### config.mk
export PLATFORM = sky130hd
export DESIGN_NAME = pwm_gen
export DESIGN_NICKNAME = d
export VERILOG_FILES = /design/src/core/pwm_pkg.sv /design/src/core/pwm_deadband.sv /design/src/core/pwm_gen.sv
export SDC_FILE = /design/constraint.sdc
export NUM_CORES = 1
export LEC_CHECK = 0
export BUFFER_PORTS_ARGS = -buffer_cell sky130_fd_sc_hd__clkbuf_2
export CORE_UTILIZATION = 46
export DETAILED_ROUTE_END_ITERATION = 10
export PLACE_DENSITY = 0.64
export REMOVE_ABC_BUFFERS = 1
export SLEW_MARGIN = 30
export SYNTH_ARGS = -nofsm -noshare
export SYNTH_HDL_FRONTEND = slang
export SYNTH_HIERARCHICAL = 1
export SYNTH_SLANG_ARGS = --single-unit
### constraint.sdc
create_clock -name mclk_i -period 3.3 [get_ports mclk_i]
set_input_delay 0.495 -clock mclk_i [delete_from_list [all_inputs] [get_ports mclk_i]]
set_output_delay 0.495 -clock mclk_i [all_outputs]
set_load 0.1 [all_outputs]
### src/core/pwm_pkg.sv
// Package for the single-generator PWM unit: register offsets, field layouts,
// action codes and event indices.
// Assumes one system clock and a plain strobe-based register port.
package pwm_pkg;
   localparam int ADDR_W = 8;
   localparam int DATA_W = 32;
   localparam int CNT_W = 16;
   localparam int DB_W = 12;

   localparam logic [ADDR_W-1:0] A_CTL = 8'h00;
   localparam logic [ADDR_W-1:0] A_LOAD = 8'h04;
   localparam logic [ADDR_W-1:0] A_COUNT = 8'h08;
   localparam logic [ADDR_W-1:0] A_CMPA = 8'h0C;
   localparam logic [ADDR_W-1:0] A_CMPB = 8'h10;
   localparam logic [ADDR_W-1:0] A_GEN0 = 8'h14;
   localparam logic [ADDR_W-1:0] A_GEN1 = 8'h18;
   localparam logic [ADDR_W-1:0] A_DB_RISE = 8'h1C;
   localparam logic [ADDR_W-1:0] A_DB_FALL = 8'h20;
   localparam logic [ADDR_W-1:0] A_INT_SEL = 8'h24;
   localparam logic [ADDR_W-1:0] A_RAW_STAT = 8'h28;
   localparam logic [ADDR_W-1:0] A_SUMMARY = 8'h2C;
   localparam logic [ADDR_W-1:0] A_OUT_EN = 8'h30;
   localparam logic [ADDR_W-1:0] A_INVERT = 8'h34;
   localparam logic [ADDR_W-1:0] A_FAULT_EN = 8'h38;
   localparam logic [ADDR_W-1:0] A_SYNC = 8'h3C;

   // Control register layout, bit 0 is run
   typedef struct packed {
      logic cmp_sync;
      logic load_sync;
      logic db_en;
      logic updown;
      logic run;
   } ctl_s;
   localparam int CTL_W = $bits(ctl_s);

   // Two-bit action per event for one output
   typedef struct packed {
      logic [1:0] cb_dn;
      logic [1:0] cb_up;
      logic [1:0] ca_dn;
      logic [1:0] ca_up;
      logic [1:0] ld;
      logic [1:0] zr;
   } act_s;
   localparam int ACT_W = $bits(act_s);

   localparam logic [1:0] ACT_NONE = 2'h0;
   localparam logic [1:0] ACT_INV = 2'h1;
   localparam logic [1:0] ACT_LOW = 2'h2;
   localparam logic [1:0] ACT_HIGH = 2'h3;

   // Event vector indices; interrupt select and raw status share them
   localparam int EV_ZR = 0;
   localparam int EV_LD = 1;
   localparam int EV_CA_UP = 2;
   localparam int EV_CA_DN = 3;
   localparam int EV_CB_UP = 4;
   localparam int EV_CB_DN = 5;
   localparam int EV_N = 6;
   localparam int ST_FAULT = 6;
   localparam int ST_N = 7;

   localparam int SYNC_CNT = 0;
   localparam int SYNC_UPD = 1;

   localparam int N_OUT = 2;

   typedef enum logic {DIR_UP = 1'b0, DIR_DN = 1'b1} dir_e;
endpackage

### src/core/pwm_deadband.sv
// Dead-band stage: makes a complementary pair from input a with separate
// rising-edge delays, or passes both inputs unchanged in bypass.
// Assumes delays are held stable by software while the outputs run.
`timescale 1ns/1ps
module pwm_deadband #(
   parameter int DB_W = pwm_pkg::DB_W
) (
   input wire logic mclk_i,
   input wire logic nrst_i,
   input wire logic en_i,
   input wire logic [DB_W-1:0] rise_i,
   input wire logic [DB_W-1:0] fall_i,
   input wire logic a_i,
   input wire logic b_i,
   output logic [pwm_pkg::N_OUT-1:0] out_o
);
   import pwm_pkg::*;

   logic [N_OUT-1:0] tgt;
   logic [DB_W-1:0] dly [N_OUT];
   logic [DB_W-1:0] cnt [N_OUT];

   always_comb
   begin
      if (en_i)
      begin
         tgt = {~a_i, a_i};
         dly[0] = rise_i;
         dly[1] = fall_i;
      end
      else
      begin
         tgt = {b_i, a_i};
         dly[0] = '0;
         dly[1] = '0;
      end
   end

   genvar i;
   generate
      for (i = 0; i < N_OUT; i++)
      begin : g_ch
         // Only rising edges wait, so with en_i set both sides are never high together
         always_ff @(posedge mclk_i or negedge nrst_i)
         begin
            if (!nrst_i)
            begin
               cnt[i] <= '0;
               out_o[i] <= 1'b0;
            end
            else if (!tgt[i])
            begin
               cnt[i] <= '0;
               out_o[i] <= 1'b0;
            end
            else if (cnt[i] >= dly[i])
               out_o[i] <= 1'b1;
            else
               cnt[i] <= cnt[i] + 1'b1;
         end
      end
   endgenerate
endmodule

### src/core/pwm_gen.sv
// PWM unit: one generator (counter, two comparators, signal builder,
// dead-band stage, interrupt selector) and an output control stage.
// Assumes a register master that strobes one cycle at a time; fault_i is
// synchronous to mclk_i.
//
// Contract
// - 16-bit counter counts down only, or up then down alternately.
// - Programmable 16-bit load value sets the period.
// - Optional: new load value applies only at counter zero or sync.
// - Counter pulses an event at zero and at the load value.
// - Each comparator pulses an event when the count equals its value.
// - Optional: new comparator values apply only at zero or sync.
// - Outputs built by programmed actions on zero, load, compare events.
// - Two independent outputs, or a complementary pair with dead bands.
// - Dead-band bypass passes both signals unchanged.
// - Per-output polarity inversion before the pin.
// - Per-output enable decides whether the signal reaches its pin.
// - Fault input shuts outputs down quickly without software.
// - Per-output choice whether the fault affects it.
// - Interrupt selector picks which events raise the interrupt.
// - Readable summary of the generator interrupt status.
// - Software request syncs the counter and pending updates.
`timescale 1ns/1ps
module pwm_gen #(
   parameter int CNT_W = pwm_pkg::CNT_W,
   parameter int DB_W = pwm_pkg::DB_W
) (
   input wire logic mclk_i,
   input wire logic nrst_i,
   input wire logic [pwm_pkg::ADDR_W-1:0] addr_i,
   input wire logic [pwm_pkg::DATA_W-1:0] wdata_i,
   input wire logic wr_i,
   input wire logic rd_i,
   output logic [pwm_pkg::DATA_W-1:0] rdata_o,
   input wire logic fault_i,
   output logic [pwm_pkg::N_OUT-1:0] pwm_o,
   output logic irq_o
);
   import pwm_pkg::*;

   ctl_s ctl;
   logic [CNT_W-1:0] load_shd;
   logic [CNT_W-1:0] load_act;
   logic [CNT_W-1:0] cmpa_shd;
   logic [CNT_W-1:0] cmpa_act;
   logic [CNT_W-1:0] cmpb_shd;
   logic [CNT_W-1:0] cmpb_act;
   act_s gen [N_OUT];
   logic [DB_W-1:0] db_rise;
   logic [DB_W-1:0] db_fall;
   logic [EV_N-1:0] int_sel;
   logic [ST_N-1:0] raw_stat;
   logic [N_OUT-1:0] out_en;
   logic [N_OUT-1:0] invert;
   logic [N_OUT-1:0] fault_en;
   logic [CNT_W-1:0] cnt;
   dir_e dir;
   logic [N_OUT-1:0] sig;
   logic [N_OUT-1:0] db_out;
   logic [EV_N-1:0] ev;
   logic sync_cnt;
   logic sync_upd;
   logic upd_pt;

   function automatic logic wr_hit(input logic [ADDR_W-1:0] a);
      wr_hit = wr_i && (addr_i == a);
   endfunction

   function automatic logic apply_act(input logic cur, input logic [1:0] act);
      unique case (act)
         ACT_NONE: apply_act = cur;
         ACT_INV: apply_act = ~cur;
         ACT_LOW: apply_act = 1'b0;
         ACT_HIGH: apply_act = 1'b1;
      endcase
   endfunction

   // Later events in the list override earlier ones in the same cycle
   function automatic logic build(input logic cur, input act_s a,
                                  input logic [EV_N-1:0] e);
      logic v;
      v = cur;
      if (e[EV_ZR])
         v = apply_act(v, a.zr);
      if (e[EV_LD])
         v = apply_act(v, a.ld);
      if (e[EV_CA_UP])
         v = apply_act(v, a.ca_up);
      if (e[EV_CA_DN])
         v = apply_act(v, a.ca_dn);
      if (e[EV_CB_UP])
         v = apply_act(v, a.cb_up);
      if (e[EV_CB_DN])
         v = apply_act(v, a.cb_dn);
      build = v;
   endfunction

   assign sync_cnt = wr_hit(A_SYNC) && wdata_i[SYNC_CNT];
   assign sync_upd = wr_hit(A_SYNC) && wdata_i[SYNC_UPD];

   // Counter events, qualified by run so a stopped counter stays silent
   always_comb
   begin
      ev = '0;
      if (ctl.run)
      begin
         ev[EV_ZR] = (cnt == '0);
         ev[EV_LD] = (cnt == load_act);
         ev[EV_CA_UP] = (cnt == cmpa_act) && (dir == DIR_UP);
         ev[EV_CA_DN] = (cnt == cmpa_act) && (dir == DIR_DN);
         ev[EV_CB_UP] = (cnt == cmpb_act) && (dir == DIR_UP);
         ev[EV_CB_DN] = (cnt == cmpb_act) && (dir == DIR_DN);
      end
   end

   assign upd_pt = ev[EV_ZR] || sync_upd;

   // Control and configuration registers
   always_ff @(posedge mclk_i or negedge nrst_i)
   begin
      if (!nrst_i)
      begin
         ctl <= '0;
         load_shd <= '0;
         cmpa_shd <= '0;
         cmpb_shd <= '0;
         db_rise <= '0;
         db_fall <= '0;
         int_sel <= '0;
         out_en <= '0;
         invert <= '0;
         fault_en <= '0;
      end
      else
      begin
         if (wr_hit(A_CTL))
            ctl <= ctl_s'(wdata_i[CTL_W-1:0]);
         if (wr_hit(A_LOAD))
            load_shd <= wdata_i[CNT_W-1:0];
         if (wr_hit(A_CMPA))
            cmpa_shd <= wdata_i[CNT_W-1:0];
         if (wr_hit(A_CMPB))
            cmpb_shd <= wdata_i[CNT_W-1:0];
         if (wr_hit(A_DB_RISE))
            db_rise <= wdata_i[DB_W-1:0];
         if (wr_hit(A_DB_FALL))
            db_fall <= wdata_i[DB_W-1:0];
         if (wr_hit(A_INT_SEL))
            int_sel <= wdata_i[EV_N-1:0];
         if (wr_hit(A_OUT_EN))
            out_en <= wdata_i[N_OUT-1:0];
         if (wr_hit(A_INVERT))
            invert <= wdata_i[N_OUT-1:0];
         if (wr_hit(A_FAULT_EN))
            fault_en <= wdata_i[N_OUT-1:0];
      end
   end

   // Action tables for the two outputs
   always_ff @(posedge mclk_i or negedge nrst_i)
   begin
      if (!nrst_i)
      begin
         gen[0] <= '0;
         gen[1] <= '0;
      end
      else
      begin
         if (wr_hit(A_GEN0))
            gen[0] <= act_s'(wdata_i[ACT_W-1:0]);
         if (wr_hit(A_GEN1))
            gen[1] <= act_s'(wdata_i[ACT_W-1:0]);
      end
   end

   // Active load value: immediate, or deferred to the next update point
   always_ff @(posedge mclk_i or negedge nrst_i)
   begin
      if (!nrst_i)
         load_act <= '0;
      else if (wr_hit(A_LOAD) && !ctl.load_sync)
         load_act <= wdata_i[CNT_W-1:0];
      else if (upd_pt && ctl.load_sync)
         load_act <= load_shd;
   end

   // With cmp_sync set, a write landing on an update point takes effect one period later
   always_ff @(posedge mclk_i or negedge nrst_i)
   begin
      if (!nrst_i)
      begin
         cmpa_act <= '0;
         cmpb_act <= '0;
      end
      else
      begin
         if (wr_hit(A_CMPA) && !ctl.cmp_sync)
            cmpa_act <= wdata_i[CNT_W-1:0];
         else if (upd_pt && ctl.cmp_sync)
            cmpa_act <= cmpa_shd;
         if (wr_hit(A_CMPB) && !ctl.cmp_sync)
            cmpb_act <= wdata_i[CNT_W-1:0];
         else if (upd_pt && ctl.cmp_sync)
            cmpb_act <= cmpb_shd;
      end
   end

   // Counter and direction
   always_ff @(posedge mclk_i or negedge nrst_i)
   begin
      if (!nrst_i)
      begin
         cnt <= '0;
         dir <= DIR_DN;
      end
      else if (sync_cnt)
      begin
         cnt <= '0;
         dir <= DIR_UP;
      end
      else if (ctl.run)
      begin
         if (!ctl.updown)
         begin
            dir <= DIR_DN;
            if (cnt == '0)
               cnt <= load_act;
            else
               cnt <= cnt - 1'b1;
         end
         else if (load_act == '0)
            cnt <= '0;
         else if (dir == DIR_UP)
         begin
            if (cnt >= load_act)
            begin
               cnt <= cnt - 1'b1;
               dir <= DIR_DN;
            end
            else
               cnt <= cnt + 1'b1;
         end
         else if (cnt == '0)
         begin
            cnt <= cnt + 1'b1;
            dir <= DIR_UP;
         end
         else
            cnt <= cnt - 1'b1;
      end
   end

   // Signal builder, one flop per output
   genvar i;
   generate
      for (i = 0; i < N_OUT; i++)
      begin : g_sig
         always_ff @(posedge mclk_i or negedge nrst_i)
         begin
            if (!nrst_i)
               sig[i] <= 1'b0;
            else
               sig[i] <= build(sig[i], gen[i], ev);
         end
      end
   endgenerate

   pwm_deadband #(
      .DB_W(DB_W)
   ) u_db (
      .mclk_i(mclk_i),
      .nrst_i(nrst_i),
      .en_i(ctl.db_en),
      .rise_i(db_rise),
      .fall_i(db_fall),
      .a_i(sig[0]),
      .b_i(sig[1]),
      .out_o(db_out)
   );

   // Output stage. Fault is taken straight from the pin into the output
   // flop, so shutdown costs one clock; the dead-band path is bypassed here.
   generate
      for (i = 0; i < N_OUT; i++)
      begin : g_out
         always_ff @(posedge mclk_i or negedge nrst_i)
         begin
            if (!nrst_i)
               pwm_o[i] <= 1'b0;
            else if (!out_en[i])
               pwm_o[i] <= 1'b0;
            else if (fault_i && fault_en[i])
               pwm_o[i] <= 1'b0;
            else
               pwm_o[i] <= db_out[i] ^ invert[i];
         end
      end
   endgenerate

   // Sticky event status; a new event wins over a write-one clear
   always_ff @(posedge mclk_i or negedge nrst_i)
   begin
      if (!nrst_i)
         raw_stat <= '0;
      else if (wr_hit(A_RAW_STAT))
         raw_stat <= (raw_stat & ~wdata_i[ST_N-1:0]) | {fault_i, ev};
      else
         raw_stat <= raw_stat | {fault_i, ev};
   end

   always_ff @(posedge mclk_i or negedge nrst_i)
   begin
      if (!nrst_i)
         irq_o <= 1'b0;
      else
         irq_o <= |(raw_stat[EV_N-1:0] & int_sel);
   end

   // Read data stand for exactly one cycle; unmapped reads give zero
   always_ff @(posedge mclk_i or negedge nrst_i)
   begin
      if (!nrst_i)
         rdata_o <= '0;
      else if (!rd_i)
         rdata_o <= '0;
      else
      begin
         rdata_o <= '0;
         unique case (addr_i)
            A_CTL: rdata_o[CTL_W-1:0] <= ctl;
            A_LOAD: rdata_o[CNT_W-1:0] <= load_shd;
            A_COUNT: rdata_o[CNT_W-1:0] <= cnt;
            A_CMPA: rdata_o[CNT_W-1:0] <= cmpa_shd;
            A_CMPB: rdata_o[CNT_W-1:0] <= cmpb_shd;
            A_GEN0: rdata_o[ACT_W-1:0] <= gen[0];
            A_GEN1: rdata_o[ACT_W-1:0] <= gen[1];
            A_DB_RISE: rdata_o[DB_W-1:0] <= db_rise;
            A_DB_FALL: rdata_o[DB_W-1:0] <= db_fall;
            A_INT_SEL: rdata_o[EV_N-1:0] <= int_sel;
            A_RAW_STAT: rdata_o[ST_N-1:0] <= raw_stat;
            A_SUMMARY: rdata_o[0] <= irq_o;
            A_OUT_EN: rdata_o[N_OUT-1:0] <= out_en;
            A_INVERT: rdata_o[N_OUT-1:0] <= invert;
            A_FAULT_EN: rdata_o[N_OUT-1:0] <= fault_en;
            default: rdata_o <= '0;
         endcase
      end
   end
endmodule

# After elaboration in Yosys (flattened, before gate mapping)

Cells that the tools add are included.

Register bits after elaboration: 232
Word-level logic and storage cells: 248
Bits of input ports: 45

Equal/unequal tests: 59
Magnitude comparators: 3
Add/subtract/negate cells: 4
Reduce and logical (&&, ||, !) cells: 51
Muxes and demuxes: 69
Bitwise operators: 20

Operators with widths:

| operator                                                              | number |
|---|---|
| 16-bit two-way mux                                                    | 15 |
| 8-bit by 6-bit equality test with 1-bit output, second input constant | 8 |
| 16-bit equality test                                                  | 3 |
| 2-bit equality test, second input constant                            | 24 |
| 12-bit two-way mux                                                    | 4 |
| 1-bit one-hot mux with 4 select lines                                 | 12 |
| 5-bit one-hot mux with 8 select lines                                 | 1 |
| 3-bit one-hot mux with 11 select lines                                | 1 |
| 8-bit by 5-bit equality test with 1-bit output, second input constant | 4 |
| 16-bit zero test                                                      | 2 |
| 1-bit logical AND                                                     | 27 |
| 1-bit two-way mux                                                     | 27 |
| 12-bit by 1-bit adder with 12-bit output, second input constant       | 2 |
| 2-bit by 1-bit equality test with 1-bit output, second input constant | 12 |
| 12-bit greater-or-equal comparator                                    | 2 |
| 2-bit zero test                                                       | 12 |
| 24-bit two-way mux                                                    | 1 |
| 16-bit by 1-bit adder with 16-bit output, second input constant       | 1 |
| 8-bit by 4-bit equality test with 1-bit output, second input constant | 2 |
| 16-bit greater-or-equal comparator                                    | 1 |
| 4-bit one-hot mux with 4 select lines                                 | 1 |
| 16-bit by 1-bit subtractor with 16-bit output, second input constant  | 1 |
| 1-bit one-hot mux with 15 select lines                                | 1 |
| 7-bit bitwise OR                                                      | 2 |
| 20 further kinds                                                      | 40 |

# Logic depth before layout (Yosys ltp)

Word-level depth: 19
Mapped depth: 13
Gate-level depth less buffers: 11

# Modules after synthesis

Netlist, hierarchy kept.

Modules (own cells, without submodules):

| module       | seq. area each (µm²) | area an instance (µm²) | cells an instance | instances |
|---|---|---|---|---|
| pwm_gen      | 5156.2               | 11214.5                | 1113              | 1 |
| pwm_deadband | 650.6                | 2144.6                 | 257               | 1 |

# Worst setup path before layout

No wires, ideal clock.

Path type: reg2reg
Start point: register cnt[0] (netlist name)
End point: register sig[1]
Arrival: 2.756 ns
Stages on the path, launching flop included: 13
Clock period less this slack: 2.884 ns
Buffers on the path: 1
Slack: 0.416 ns
Setup time: 0.128 ns
Data required time: 3.172 ns
Cell sequence: dfrtp_1 clkbuf_1 inv_1 ha_1 nor2b_1 nand4_2 or4_4 a21oi_4 a2bb2oi_4 mux2i_1 nor2_1 a311oi_1 mux2_1

RTL lines:

| element                        | line           | source |
|---|---|---|
| end signal: indexed assignment | pwm_gen.sv:263 | `sig[i] <= build(sig[i], gen[i], ev);` |
| end: declaration               | pwm_gen.sv:58  | `logic [N_OUT-1:0] sig;` |

==> run metrics <==
full die area about 0.03 mm²; GRT overflow 0; setup total negative slack 0 ns; P&R area growth vs syn 13.0%; origin of the worst setup path cnt[11]$_DFFE_PN0P_; # fillers 2605; Yosys cell types ~80; Synth Cell Area about 0.013 mm²; register area share after synthesis 43.5%; dominant synthesized flop cell dfrtp_1; #FFs+latches synth roughly 230; antenna viol nets, final 0; Reg2Reg Depth 9; Die Wd roughly 170 µm; Clock Skew about 0.017 ns; ys async rst share between 90% and 100%; Tcrit/Tclk final roughly 95%; Clock Latency Late Sink roughly 0.55 ns; CP required approximately 3.7 ns; root buffer cell clkbuf_16; sw frac 32.8%; Switch Pwr about 0.0028 W; largest net degree at the start of global routing 80; hold slack approximately 0.22 ns; Std-Cell Rows between 60 and 70; Post-CTS Setup Bufs 0; Sink Count roughly 230; max-cap viol count 0; cell-internal power approximately 0.0057 W; maximum clock insertion buffer count 3; Area contributors post-synth dfrtp_1 (43%), mux2_2 (9.8%), nand2_1 (5.3%); area leader, netlist dfrtp_1; I/O Buffers between 40 and 50; Max Fanout on Critical Path 7; Avg WL per Cell roughly 22 µm; total power per unit cell area approximately 560 mW/mm²; end of the critical path sig[1]$_DFF_PN0_; Setup Viol. Count Final 0; Final #Nets roughly 1500; Comb pwr share around 26%; reg2reg end sig[1]$_DFF_PN0_; utilization after layout 52.7%; storage element area 0.00581 mm²; Synth top area share between 40 and 50%; maximum vdd drop 0.382 mV; Starting Density 46.7%; relative slew slack around 49%; Post-Synthesis Cells ~1400; CP startpoint kind flip-flop; Leakage Power slightly below 7 nW; Placer Congestion between 0.9 and 1; Total Routed Length between 30 and 40 mm; clock-pin slew on the worst setup and hold paths 0.06 ns; synth warn 6; min-delay src fault_i; ratio of cells with drive above 1 in the final layout 20.2%; First-pass DRT Iterations 6; initial antenna violation count 0; area occupied by multi-input gates 0.00705 mm²; CTS Buf Count 27; DRC violations left 0; post-DP HPWL 29.0 mm; htree depth 1; Reg power frac between 30% and 40%; area of the core between 0.02 and 0.03 mm²; top-count cell post-synth dfrtp_1; WS Path Type reg2reg; gr usage total ~28%; Clock power frac 35.0%; TritonCTS clock tree built; fmax between 300 and 400 MHz; worst reg-to-reg setup slack roughly 0.15 ns; dpl ws 0.161 ns; vias per inst 6.08; slew at the pin closest to its max-slew limit 0.749 ns; 1st-iter DRT viols approximately 1000; IO Pins 80; vias in the first global route between 10000 and 15000; worst setup margin 0.149 ns; final hold vios 0; status complete, no violations; final max-slew violation count 0; ant diodes 0; CP endpoint kind flip-flop; reg2reg start cnt[11]$_DFFE_PN0P_; Synth Area per Inst between 9 and 10 µm²; power consumption roughly 0.0085 W; commonest cells in the synthesized netlist dfrtp_1 (231), nand2_1 (189), mux2_2 (116); wire length of the first global-routing pass a little over 60 mm; worst hold path class in2reg; min cycle time layout ~3.2 ns; Vias ~11000; crit path DAT 3.57 ns; number of synthesized flops with an enable pin 0; Die Span Y 172 µm
-- cell families after synthesis --
group | count (synthesis) | synth area share (%)
buf+inv | 132 | 4.35
simple gates | 459 | 16.4
xor+xnor | 48 | 3.15
mux | 151 | 12.4
other cells | 1 | 0.0281
fa+ha+maj | 45 | 4.21
compound gates | 302 | 16.0
flops | 232 | 43.5
-- layout by cell type (no fill, tap or decap), types with 7 or more instances in the layout --
master / n
buf_4: 61
nand4_1: 20
nand2_1: 189
inv_1: 33
nand3_1: 32
clkbuf_16: 27
and2_1: 11
a221oi_1: 13
nor4_1: 13
a31oi_1: 17
a22oi_1: 63
ha_1: 45
conb_1: 16
clkbuf_2: 46
a22o_1: 14
o22ai_1: 10
mux2_2: 116
xor2_1: 22
nor2_1: 88
dfrtp_1: 231
clkbuf_1: 10
a21oi_1: 54
and3_1: 18
xnor2_1: 26
nand2b_1: 18
a211oi_1: 7
o21ai_0: 42
nor3_1: 28
a21o_1: 11
mux2i_1: 31
-- worst min-delay path by stage --
stage                                          end  slack, ns  cells past startpoint
after global routing         raw_stat[6]$_DFF_PN0_       0.22                      2
after global placement     cmpa_act[1]$_DFFE_PN0P_       0.47                      2
after CTS                    raw_stat[6]$_DFF_PN0_       0.21                      2
after detailed placement  cmpa_act[13]$_DFFE_PN0P_       0.48                      2
after floorplan            cmpa_act[0]$_DFFE_PN0P_       0.20                      0
final                        raw_stat[6]$_DFF_PN0_       0.22                      2
-- state kept, by name (all words and copies together), names as in the netlist, 5 cells and up --
register / cells
cmpa_act: 16
cmpa_shd: 16
cmpb_act: 16
cmpb_shd: 16
cnt: 16
ctl: 5
db_fall: 12
db_rise: 12
gen: 24
int_sel: 6
load_act: 16
load_shd: 16
raw_stat: 7
rdata_o: 16
u_db/cnt: 24
-- power by group through the flow --
stage / clock network, W / logic [W] / registers, W
6_report: 0.00297 / 0.00218 / 0.00333
5_1_grt: 0.00314 / 0.00237 / 0.00336
4_1_cts: 0.00302 / 0.00215 / 0.00333
3_5_place_dp: 0 / 0.00214 / 0.00338
3_3_place_gp: 0 / 0.00210 / 0.00337
2_1_floorplan: 0 / 0.00120 / 0.00347
-- critical path, cell delays in order (launching register included) --
cell       delay (ns)
dfrtp_1          0.49
nor4_4           0.46
nand4_2          0.26
or4_4            0.56
a21oi_4          0.18
a2bb2oi_4        0.25
mux2i_1          0.21
nor2_1           0.07
a311oi_2         0.21
mux2_1           0.35
-- repair_timing --
action                                 CTS  global route
setup endpoints to repair                0             2
gates resized for setup                  0             4
endpoints found under the hold margin   76             0
hold buffers                             1             0
-- through the flow --
stage	instance area, µm²	cells
3_5_place_dp	14200	1780
2_1_floorplan	13000	1286
3_3_place_gp	14200	1780
6_report	15100	1829
5_1_grt	15100	1829
4_1_cts	15100	1829
-- final cells by class --
type,instances,area share (%)
Multi-Input combinational cell,1021,46.7
Inverter,33,0.821
Sequential cell,232,38.5
Timing Repair Buffer,111,4.99
Clock buffer,42,5.18
Clock inverter,6,0.597
Tap cell,384,3.18
-- layer usage --
metal | routed length [µm] | share of wire [%] | track usage, %
met1 | 17900 | 45 | 38.2
met2 | 18700 | 47 | 45.1
met3 | 2160 | 5.4 | 3.41
met4 | 981 | 2.5 | 7.77
met5 | 0 | 0 | 0
Note: power is estimated with default switching activity, not from simulation.
